===== src/dac_atten_pkg.sv =====
// Constants shared by the attenuation and mute control block.
package dac_atten_pkg;

    // *****************************************************************
    // Serial control word layout.
    // *****************************************************************
    localparam int          word_bits     = 16;
    localparam int          rw_pos        = 15;
    localparam int          idx_hi        = 14;
    localparam int          idx_lo        = 8;
    localparam logic [4:0]  head_count    = 5'h08;
    localparam logic [4:0]  word_count    = 5'h10;

    // *****************************************************************
    // Register indices.
    // *****************************************************************
    localparam logic [6:0]  idx_att_last  = 7'h07;
    localparam logic [6:0]  idx_mute      = 7'h08;
    localparam logic [6:0]  idx_disable   = 7'h09;
    localparam logic [6:0]  idx_ctl       = 7'h0A;
    localparam logic [6:0]  idx_mode      = 7'h0C;

    // *****************************************************************
    // Reset values and field positions.
    // *****************************************************************
    localparam logic [7:0]  att_reset     = 8'hFF;
    localparam logic [7:0]  mute_reset    = 8'h00;
    localparam logic [7:0]  disable_reset = 8'h00;
    localparam logic [7:0]  ctl_reset     = 8'h00;
    localparam logic [7:0]  ctl_mask      = 8'h6F;
    localparam int          rolloff_pos   = 6;
    localparam int          ramp_pos      = 5;
    localparam int          clksrc_pos    = 3;
    localparam int          mode_pos      = 6;

    // *****************************************************************
    // Attenuation code mapping and ramp timing in sample periods.
    // *****************************************************************
    localparam logic [7:0]  silence_max   = 8'h0F;
    localparam logic [7:0]  silence_code  = 8'h00;
    localparam logic [7:0]  pcm_zero_db   = 8'hFF;
    localparam logic [7:0]  stream_zero_db = 8'hF3;
    localparam logic [4:0]  ramp_fast     = 5'h08;
    localparam logic [4:0]  ramp_slow     = 5'h10;

endpackage


===== src/att_ramp_stepper.sv =====
// One channel attenuator that steps its level toward a target code.
`timescale 1ns/1ns
`default_nettype none
module att_ramp_stepper (
    // System.
    input  wire logic       clock,
    input  wire logic       sys_rst,
    // Control.
    input  wire logic       step_en,
    input  wire logic [7:0] target_code,
    input  wire logic       mute,
    // Applied level.
    output logic      [7:0] level_code
);

    logic [7:0] aim;
    logic [7:0] level_d;

    // Mute aims at full silence; release aims back at the programmed code.
    assign aim = mute ? dac_atten_pkg::silence_code : target_code;

    // One half-decibel step per step enable, never a jump.
    assign level_d = (level_code < aim) ? level_code + 8'h01 :
                     (level_code > aim) ? level_code - 8'h01 : level_code;

    always_ff @(posedge clock or posedge sys_rst) begin
        if (sys_rst) begin
            level_code <= dac_atten_pkg::att_reset;
        end else if (step_en) begin
            level_code <= level_d;
        end
    end

endmodule
`default_nettype wire


===== src/dac_attenuation_mute_control.sv =====
// Register bank, serial control port and attenuation ramps of an eight-channel converter.
`timescale 1ns/1ns
`default_nettype none
module dac_attenuation_mute_control (
    // System.
    input  wire logic            clock,
    input  wire logic            sys_rst,
    // Serial control port pins.
    input  wire logic            ctl_select_n,
    input  wire logic            ctl_clock,
    input  wire logic            ctl_data_in,
    output logic                 ctl_data_out,
    output logic                 ctl_data_out_en_n,
    // Audio framing pins.
    input  wire logic            pcm_frame_word_clock,
    input  wire logic            time_multiplexed_command_audio_mode,
    // Per-channel controls.
    output logic [7:0][7:0]      channel_attenuation_code,
    output logic [7:0][8:0]      channel_gain_half_db,
    output logic [7:0]           channel_silenced,
    output logic [7:0]           channel_output_disable_bit,
    // Global controls.
    output logic                 rolloff_select_bit,
    output logic                 ramp_rate_select_bit,
    output logic                 stream_clock_source_bit,
    output logic                 bitstream_mode_select
);

    localparam int channels = 8;

    typedef enum logic [1:0] {
        st_idle   = 2'b01,
        st_active = 2'b10
    } port_state_t;

    // *****************************************************************
    // Pin synchronisers.
    // *****************************************************************
    // Bit order: 0 select, 1 clock, 2 data, 3 word clock, 4 tdm strap.
    logic [4:0] sync1_q;
    logic [4:0] sync2_q;
    logic [4:0] sync3_q;

    always_ff @(posedge clock or posedge sys_rst) begin
        if (sys_rst) begin
            sync1_q <= 5'h01;
            sync2_q <= 5'h01;
            sync3_q <= 5'h01;
        end else begin
            sync1_q <= {time_multiplexed_command_audio_mode, pcm_frame_word_clock,
                        ctl_data_in, ctl_clock, ctl_select_n};
            sync2_q <= sync1_q;
            sync3_q <= sync2_q;
        end
    end

    logic sel_fall;
    logic sel_rise;
    logic sck_rise;
    logic sck_fall;
    logic sdi;
    logic wclk_rise;
    logic wclk_edge;
    logic tdm_mode;

    assign sel_fall  = sync3_q[0] & ~sync2_q[0];
    assign sel_rise  = ~sync3_q[0] & sync2_q[0];
    assign sck_rise  = ~sync3_q[1] & sync2_q[1];
    assign sck_fall  = sync3_q[1] & ~sync2_q[1];
    assign sdi       = sync2_q[2];
    assign wclk_rise = ~sync3_q[3] & sync2_q[3];
    assign wclk_edge = sync3_q[3] ^ sync2_q[3];
    assign tdm_mode  = sync2_q[4];

    // *****************************************************************
    // Serial control port.
    // *****************************************************************
    port_state_t       state_q;
    port_state_t       state_d;
    logic [15:0]       shift_q;
    logic [4:0]        count_q;
    logic [7:0]        rd_shift_q;
    logic              rd_frame_q;
    logic              rd_slot;
    logic              head_done;
    logic              is_read;
    logic [6:0]        idx;
    logic [7:0]        wdata;
    logic              commit;
    logic [15:0]       shift_next;

    assign shift_next = {shift_q[14:0], sdi};
    assign head_done  = (state_q == st_active) && sck_rise
                        && (count_q == head_count_m1());
    assign is_read    = shift_q[dac_atten_pkg::rw_pos];
    assign idx        = shift_q[dac_atten_pkg::idx_hi:dac_atten_pkg::idx_lo];
    assign wdata      = shift_q[7:0];
    // A write is taken only when sixteen or more bits arrived before the select rose.
    assign commit     = (state_q == st_active) && sel_rise
                        && (count_q == dac_atten_pkg::word_count) && !is_read;
    // A read bit slot is a falling bit clock in the data half of a read frame.
    assign rd_slot    = sck_fall && rd_frame_q && count_q >= dac_atten_pkg::head_count
                        && count_q < dac_atten_pkg::word_count;

    function automatic logic [4:0] head_count_m1();
        head_count_m1 = dac_atten_pkg::head_count - 5'h01;
    endfunction

    function automatic logic is_att_idx(input logic [6:0] i);
        is_att_idx = i <= dac_atten_pkg::idx_att_last;
    endfunction

    // The port is active from a falling select until the select rises again.
    always_comb begin
        state_d = state_q;
        unique case (state_q)
            st_idle: begin
                if (sel_fall) begin
                    state_d = st_active;
                end
            end
            st_active: begin
                if (sel_rise) begin
                    state_d = st_idle;
                end
            end
            default: begin
                state_d = st_idle;
            end
        endcase
    end

    always_ff @(posedge clock or posedge sys_rst) begin
        if (sys_rst) begin
            state_q <= st_idle;
            shift_q <= 16'h0000;
            count_q <= 5'h00;
        end else begin
            state_q <= state_d;
            if (sel_fall) begin
                count_q <= 5'h00;
            end else if (state_q == st_active && sck_rise
                         && count_q != dac_atten_pkg::word_count) begin
                shift_q <= shift_next;
                count_q <= count_q + 5'h01;
            end
        end
    end

    // Read data leaves on falling clock edges after the index byte. The direction
    // bit is latched once the index is in, since until the sixteenth bit the top of
    // the shift register still holds bits of the previous frame.
    always_ff @(posedge clock or posedge sys_rst) begin
        if (sys_rst) begin
            rd_frame_q        <= 1'b0;
            rd_shift_q        <= 8'h00;
            ctl_data_out      <= 1'b0;
            ctl_data_out_en_n <= 1'b1;
        end else if (state_q != st_active || sel_rise) begin
            rd_frame_q        <= 1'b0;
            ctl_data_out_en_n <= 1'b1;
        end else if (head_done) begin
            rd_frame_q <= shift_next[dac_atten_pkg::rw_pos - dac_atten_pkg::idx_lo];
            rd_shift_q <= read_mux(shift_next[dac_atten_pkg::idx_hi - dac_atten_pkg::idx_lo:0]);
        end else if (rd_slot) begin
            ctl_data_out      <= rd_shift_q[7];
            rd_shift_q        <= {rd_shift_q[6:0], 1'b0};
            ctl_data_out_en_n <= 1'b0;
        end
    end

    // *****************************************************************
    // Register bank.
    // *****************************************************************
    logic [7:0] att_q [channels];
    logic [7:0] mute_q;
    logic [7:0] disable_q;
    logic       disable_pending_q;
    logic [7:0] ctl_q;
    logic       mode_q;

    // Unmapped indices read as zero.
    function automatic logic [7:0] read_mux(input logic [6:0] i);
        read_mux = 8'h00;
        if (is_att_idx(i)) begin
            read_mux = att_q[i[2:0]];
        end else if (i == dac_atten_pkg::idx_mute) begin
            read_mux = mute_q;
        end else if (i == dac_atten_pkg::idx_disable) begin
            read_mux = disable_q;
        end else if (i == dac_atten_pkg::idx_ctl) begin
            read_mux = ctl_q;
        end else if (i == dac_atten_pkg::idx_mode) begin
            read_mux = {1'b0, mode_q, 6'h00};
        end
    endfunction

    always_ff @(posedge clock or posedge sys_rst) begin
        if (sys_rst) begin
            for (int c = 0; c < channels; c++) begin
                att_q[c] <= dac_atten_pkg::att_reset;
            end
        end else if (commit && is_att_idx(idx)) begin
            att_q[idx[2:0]] <= wdata;
        end
    end

    always_ff @(posedge clock or posedge sys_rst) begin
        if (sys_rst) begin
            mute_q <= dac_atten_pkg::mute_reset;
            ctl_q  <= dac_atten_pkg::ctl_reset;
            mode_q <= 1'b0;
        end else if (commit) begin
            if (idx == dac_atten_pkg::idx_mute) begin
                mute_q <= wdata;
            end
            if (idx == dac_atten_pkg::idx_ctl) begin
                ctl_q <= wdata & dac_atten_pkg::ctl_mask;
            end
            if (idx == dac_atten_pkg::idx_mode) begin
                mode_q <= wdata[dac_atten_pkg::mode_pos];
            end
        end
    end

    // Disable bits: a write in multiplexed mode waits for a frame clock edge.
    always_ff @(posedge clock or posedge sys_rst) begin
        if (sys_rst) begin
            disable_q                  <= dac_atten_pkg::disable_reset;
            disable_pending_q          <= 1'b0;
            channel_output_disable_bit <= dac_atten_pkg::disable_reset;
        end else if (commit && idx == dac_atten_pkg::idx_disable) begin
            disable_q <= wdata;
            if (tdm_mode) begin
                disable_pending_q <= 1'b1;
            end else begin
                channel_output_disable_bit <= wdata;
            end
        end else if (disable_pending_q && wclk_edge) begin
            channel_output_disable_bit <= disable_q;
            disable_pending_q          <= 1'b0;
        end
    end

    // *****************************************************************
    // Ramp timing from the sample rate.
    // *****************************************************************
    logic [4:0] sample_cnt_q;
    logic       step_en_q;
    logic [4:0] interval;

    assign interval = ctl_q[dac_atten_pkg::ramp_pos] ? dac_atten_pkg::ramp_slow
                                                      : dac_atten_pkg::ramp_fast;

    // The sample counter runs free, so the first step after a write lands one to
    // interval samples later.
    always_ff @(posedge clock or posedge sys_rst) begin
        if (sys_rst) begin
            sample_cnt_q <= 5'h00;
            step_en_q    <= 1'b0;
        end else begin
            step_en_q <= 1'b0;
            if (wclk_rise) begin
                if (sample_cnt_q >= interval - 5'h01) begin
                    sample_cnt_q <= 5'h00;
                    step_en_q    <= 1'b1;
                end else begin
                    sample_cnt_q <= sample_cnt_q + 5'h01;
                end
            end
        end
    end

    // *****************************************************************
    // Channel attenuators and code mapping.
    // *****************************************************************
    // Gain in half-decibel units, two's complement.
    function automatic logic [8:0] gain_of(input logic [7:0] code, input logic stream);
        gain_of = {1'b0, code} - {1'b0, stream ? dac_atten_pkg::stream_zero_db
                                              : dac_atten_pkg::pcm_zero_db};
    endfunction

    // All channels step on one shared enable, so their ramps stay in lockstep.
    for (genvar c = 0; c < channels; c++) begin : g_chan
        att_ramp_stepper u_ramp (
            .clock       (clock),
            .sys_rst     (sys_rst),
            .step_en     (step_en_q),
            .target_code (att_q[c]),
            .mute        (mute_q[c]),
            .level_code  (channel_attenuation_code[c])
        );

        always_ff @(posedge clock or posedge sys_rst) begin
            if (sys_rst) begin
                channel_gain_half_db[c] <= 9'h000;
                channel_silenced[c]     <= 1'b0;
            end else begin
                channel_gain_half_db[c] <= gain_of(channel_attenuation_code[c], mode_q);
                channel_silenced[c]     <= channel_attenuation_code[c]
                                           <= dac_atten_pkg::silence_max;
            end
        end
    end

    // *****************************************************************
    // Global control outputs.
    // *****************************************************************
    always_ff @(posedge clock or posedge sys_rst) begin
        if (sys_rst) begin
            rolloff_select_bit      <= 1'b0;
            ramp_rate_select_bit    <= 1'b0;
            stream_clock_source_bit <= 1'b0;
            bitstream_mode_select   <= 1'b0;
        end else begin
            rolloff_select_bit      <= ctl_q[dac_atten_pkg::rolloff_pos] & ~mode_q;
            ramp_rate_select_bit    <= ctl_q[dac_atten_pkg::ramp_pos];
            stream_clock_source_bit <= ctl_q[dac_atten_pkg::clksrc_pos] & mode_q;
            bitstream_mode_select   <= mode_q;
        end
    end

endmodule
`default_nettype wire


===== config.mk =====
export PLATFORM = sky130hd
export DESIGN_NAME = dac_attenuation_mute_control
export DESIGN_NICKNAME = d
export VERILOG_FILES = /design/src/dac_atten_pkg.sv /design/src/att_ramp_stepper.sv /design/src/dac_attenuation_mute_control.sv
export SDC_FILE = /design/constraint.sdc
export NUM_CORES = 1
export LEC_CHECK = 0
export BUFFER_PORTS_ARGS = -buffer_cell sky130_fd_sc_hd__buf_2
export CAP_MARGIN = 5
export CELL_PAD_IN_SITES_DETAIL_PLACEMENT = 2
export CELL_PAD_IN_SITES_GLOBAL_PLACEMENT = 2
export CORE_MARGIN = 10
export CORE_UTILIZATION = 43
export DETAILED_ROUTE_END_ITERATION = 6
export PLACE_DENSITY_LB_ADDON = 0.1
export SYNTH_ARGS = -nofsm -noshare
export SYNTH_HDL_FRONTEND = slang
export SYNTH_SLANG_ARGS = --single-unit

===== constraint.sdc =====
create_clock -name clock -period 24.2 [get_ports clock]
set_input_delay 3.63 -clock clock [delete_from_list [all_inputs] [get_ports clock]]
set_output_delay 3.63 -clock clock [all_outputs]
set_load 0.005 [all_outputs]

======== Yosys cells after proc, flatten, opt, wreduce, memory -nomap -nowiden ========
Index checks and enable logic that the tools add are counted.
cells by class
  add/sub/neg operators ................... 27
  order comparisons ....................... 32
  equality and inequality tests ........... 19
  multiplexer cells ....................... 58
  bitwise logic cells ..................... 19
  reduce and logical (&&, ||, !) cells .... 46
operators with widths
  operator               number
  $mux W8                35
  $sub A8 B8 Y9          8
  $add A8 B1 Y8 const B  8
  $bwmux W64             1
  $gt A8 B8 Y1           8
  $le A8 B4 Y1 const B   8
  $lt A8 B8 Y1           8
  $sub A8 B1 Y8 const B  8
  $eq A7 B4 Y1 const B   8
  $reduce_and A2 Y1      17
  $reduce_bool A2 Y1     13
  $bmux W8 S3            1
  $demux W8 S3           1
  $mux W5                4
  $le A7 B3 Y1 const B   2
  $mux W7                2
  $logic_and A1 B1 Y1    13
  $add A5 B1 Y5 const B  2
  $mux W1                10
  $ne A2 B2 Y1 const B   5
  $not A1 Y1             9
  $ge A4 B4 Y1 const B   2
  $not A3 Y4             2
  $and A1 B1 Y1          7
  other kinds (18)       19
storage, ports and cells
  register bits ........................... 298
  output and inout bits ................... 158
  word-level logic and storage cells ...... 255

======== Depth between registers and ports, before layout ========
  depth after elaboration ................. 8
  depth in mapped cells ................... 15

======== Modules after synthesis ========
Synthesis repeated with hierarchy kept, for this count alone.
second synthesis, totals
  cell total of the unflattened synthesis .. 1462
  area total of the unflattened synthesis .. 16861.2 µm²
modules (own cells, without submodules)
  module                                   times used  cells an instance  area each (µm²)  sequential area each (µm²)
  dac_attenuation_mute_control             1           782                10279.9          5916.9
  att_ramp_stepper (g_chan[2].u_ramp ...)  6           85                 828.3            210.2
  att_ramp_stepper (g_chan[0].u_ramp ...)  2           85                 805.8            210.2

======== Worst setup path after synthesis ========
No wires, ideal clock.
  path kind ............................... reg2out
  start point ............................. register g_chan[6].u_ramp.level_code[5]
  end point ............................... output port channel_attenuation_code[53] in the netlist's numbering
  arrival time ............................ 0.584 ns
  data required time ...................... 20.570 ns
  path slack .............................. 19.986 ns
  stages on the path, launching flop included .. 1
  cells stage by stage .................... dfstp_2
RTL lines
  what                      line                                source
  start: declaration        att_ramp_stepper.sv:13              output logic [7:0] level_code
  start signal: assignment  att_ramp_stepper.sv:28              level_code <= dac_atten_pkg::att_reset;
  start signal: assignment  att_ramp_stepper.sv:30              level_code <= level_d;
  end: declaration          dac_attenuation_mute_control.sv:18  output logic [7:0][7:0] channel_attenuation_code,
No word-level cell between the ends.

======== Worst setup path after layout ========
  start point ............................. register g_chan[6].u_ramp.level_code[4]
  end point ............................... output port channel_attenuation_code[52] in the netlist's numbering
No word-level cell between the ends.

==> metrics.md <==
| Metric | Value |
|---|---|
| Status | `completed` |
| Fillers | `3827` |
| DRC errors left | `0` |
| Final net count | `1773` |
| Startpoint types | `register` |
| CP max stage delay | `0.65 ns` |
| Post-route ant nets | `0` |
| Ys flop type | `dfrtp_1` |
| Delay-heaviest family, CP | `flip-flops` |
| Global-route wire length before repair | `80000 um` |
| Site row count | `71` |
| Total track usage | `21.2%` |
| CP Max Fanout | `9` |
| Initial antenna violation count | `0` |
| CTS Root Cell | `clkbuf_16` |
| Worst Hold Class | `reg -> reg` |
| Worst Path Arrival | `1.36 ns` |
| Post-cts hold buffer count | `0` |
| DRT iter0 DRCs | `400` |
| Largest net degree at the start of global routing | `170` |
| Max-slew violation count | `0` |
| Post-cts gate resize count | `0` |
| I/O pins | `165` |
| Crit end category | `output pin` |
| Area Growth Syn to Fin | `15.2%` |
| Routed wire length | `49100 um` |
| Placed cells | `2089` |
| Worst reg2reg endpoint | `g_chan[1].u_ramp.level_code[7]` |
| Synth async-reset ratio | `100%` |
| Synthesis Warnings | `0` |
| GRT overflow | `0` |
| Routed vias/inst | `5.57` |
| Final Skew | `0.0175 ns` |
| Post-synthesis register bit count | `297` |
| Non-filler instance count after layout | `2154` |
| R2R depth | `13` |
| Vias in the first global route | `13800` |
| Worst R2R Start | `mute_q[1]` |
| Worst path slowest cell | `dfstp_2` |
| CTS tree | `yes` |
| Worst EP required | `20.57 ns` |
| Number of synthesized flops with an enable pin | `0` |
| Syn nets | `1608` |
| CP cell instances | `buf_2` |
| Vias | `12000` |
| Tcrit/Tclk final | `20.6%` |
| Hold Crit Depth | `0` |
| I/O Buffers | `164` |
| Gate count of the mapped netlist | `1451` |
| Final setup fails | `0` |
| Height of the die | `216 um` |
| Max cap viols | `0` |
| Hold endpoint | `sync2_q[0]` |
| Fin crit period | `4.99 ns` |
| Fraction of layout cells with a size suffix above 1 | `31.2%` |
| Sinks on Clock Net | `297` |
| Relative slew slack | `18.3%` |
| Lkg Pwr | `9.01 nW` |
| CP bufs+invs | `1` |
| Pre-Repair DR Iteration Count | `4` |
| Worst VDD drop | `0.0441 mV` |
| Core area | `37800 sq um` |
| Initial Util | `43.6%` |
| # H-tree levels | `2` |
| Least-Margin Pin Slew | `1.22 ns` |
| Die area | `46500 sq um` |
| Final hold vios | `0` |
| RSZ-0062 raised after global routing | `false` |
| R2R Setup Slk | `20.51 ns` |
| GP Congestion | `0.799` |
| Setup TNS | `0 ns` |
| Post-DR wirelength/cell | `22.8 um` |
| Die width | `216 um` |
| Antenna Cells | `0` |
| Total CTS buffers | `35` |
| Utilization after layout | `50.2%` |
| Critical path type | `reg -> out` |
| Sequential-to-total area share from yosys stat | `46.2%` |
| Worst-skew pair later-pin latency | `0.56 ns` |
| Cell variety after synth | `66` |
| Critical path startpoint | `g_chan[6].u_ramp.level_code[4]` |
| Clock Pin Slew Worst Setup and Hold Paths | `0.05 ns` |
| Bufs on Longest Clock Path | `3` |
| Cell Pwr Density | `56.4 nW/um^2` |
| Syn avg cell area | `11.3 sq um` |
| Post-Syn Area | `16500 sq um` |
| Postcts setup bufs | `0` |
| Worst Hold Launch | `sync1_q[0]` |
| Detail Placement HPWL | `34600 um` |
| F_max | `201 MHz` |
## cell usage after synthesis (all sizes together), types with 11 or more instances
master | instances | area [sq um]
dfrtp | 164 | 4100
ha | 142 | 1780
dfstp | 133 | 3490
nand2 | 115 | 447
mux2 | 107 | 1230
o21ai | 91 | 455
a21oi | 88 | 444
nand2b | 62 | 388
xnor2 | 61 | 534
inv | 55 | 206
xor2 | 43 | 377
nor2 | 42 | 158
nor2b | 34 | 215
clkbuf | 28 | 105
a21o | 24 | 180
o21a | 21 | 158
mux2i | 18 | 180
buf | 16 | 109
o21bai | 16 | 120
nand4 | 15 | 109
o31ai | 14 | 105
mux4 | 12 | 270
a31oi | 11 | 68.8
nor3 | 11 | 82.6
## final cells by class
type                       count  area, sq um  area share (%)
multi-input combinational   1055         8480            44.7
sequential                   297         7600            40.1
clock inverter                15          116           0.614
clock buffer                  49         1020            5.37
timing repair buffer         172          893            4.71
tap                          511          639            3.37
inverter                      55          214            1.13
## placed cells by master, fill, tap and decap left out, types with 9 or more instances in the layout
cell and n:
clkbuf_16 35, nand2b_1 62, dfstp_2 133, o31ai_1 14, xnor2_1 61, nand2_1 109
ha_1 142, nand3_1 10, nor3b_1 9, o22a_1 10, a31oi_1 11, o21bai_1 16
xor2_1 43, mux2_2 99, buf_2 164, clkbuf_8 9, mux4_2 12, nor2_1 42
nor2b_1 33, a21oi_1 87, nor4_1 9, o21ai_0 88, a21o_1 24, o21a_1 21
dfrtp_1 164, inv_1 53, nand4_1 14, mux2i_1 18, o22ai_1 9
## routing by layer
metal / global-route usage, % / wire, um / vias to the layer above
met3: 3.55 / 1800 / 68
li1: - / - / 5518
met2: 39.0 / 25800 / 166
met5: 0 / 0 / -
met4: 5.75 / 1040 / 0
met1: 24.9 / 20400 / 6240
## state kept, by name, indices dropped and copies added, names as in the netlist, 2 cells and up
register and cells:
channel_gain_half_db 72, att_q 64, g_chan.u_ramp.level_code 64, shift_q 16
channel_output_disable_bit 8, channel_silenced 8, disable_q 8, mute_q 8
rd_shift_q 8, ctl_q 6, count_q 5, sample_cnt_q 5
sync1_q 5, sync2_q 5, sync3_q 3, state_q 2
## how the worst max path moves through the flow
stage,to,cells after the start,slack (ns)
after detailed placement,sync2_q[2],3,18.80
after floorplan,bitstream_mode_select,1,12.59
final,channel_attenuation_code[52],1,19.21
after global routing,channel_attenuation_code[28],1,19.16
after global placement,sync2_q[2],3,18.83
after CTS,channel_attenuation_code[52],1,19.18
## report_power, final
part	internal, mW	total (mW)	switching, mW
Combinational	0.00931	0.0335	0.0242
Sequential	0.503	0.510	0.00709
Clock	0.306	0.527	0.221
Total	0.818	1.07	0.252
## per-stage QoR
| step | setup slack (ns) | hold WS, ns | total power [mW] | area, sq um |
|---|---|---|---|---|
| finish | 19.21 | 0.355 | 1.07 | 19000 |
| global route | 19.16 | 0.364 | 1.11 | 19000 |
| CTS | 19.18 | 0.356 | 1.09 | 18900 |
| detailed placement | 18.80 | 0.347 | 0.552 | 17800 |
| global placement | 18.83 | 0.335 | 0.550 | 17800 |
| floorplan | 12.59 | 0.331 | 0.540 | 16500 |
## logic make-up (layout without fill, tap and decap cells)
kind of cell | count (synthesis) | in the layout | synth area share (%)
compound gates | 320 | 320 | 12.2
fa+ha+maj | 150 | 150 | 11.8
flops | 297 | 297 | 46.2
simple gates | 344 | 344 | 11.6
xor+xnor | 104 | 104 | 5.53
mux | 137 | 137 | 10.2
buf+inv | 99 | 291 | 2.55
No activity file was read; power rests on OpenSTA's default activity.
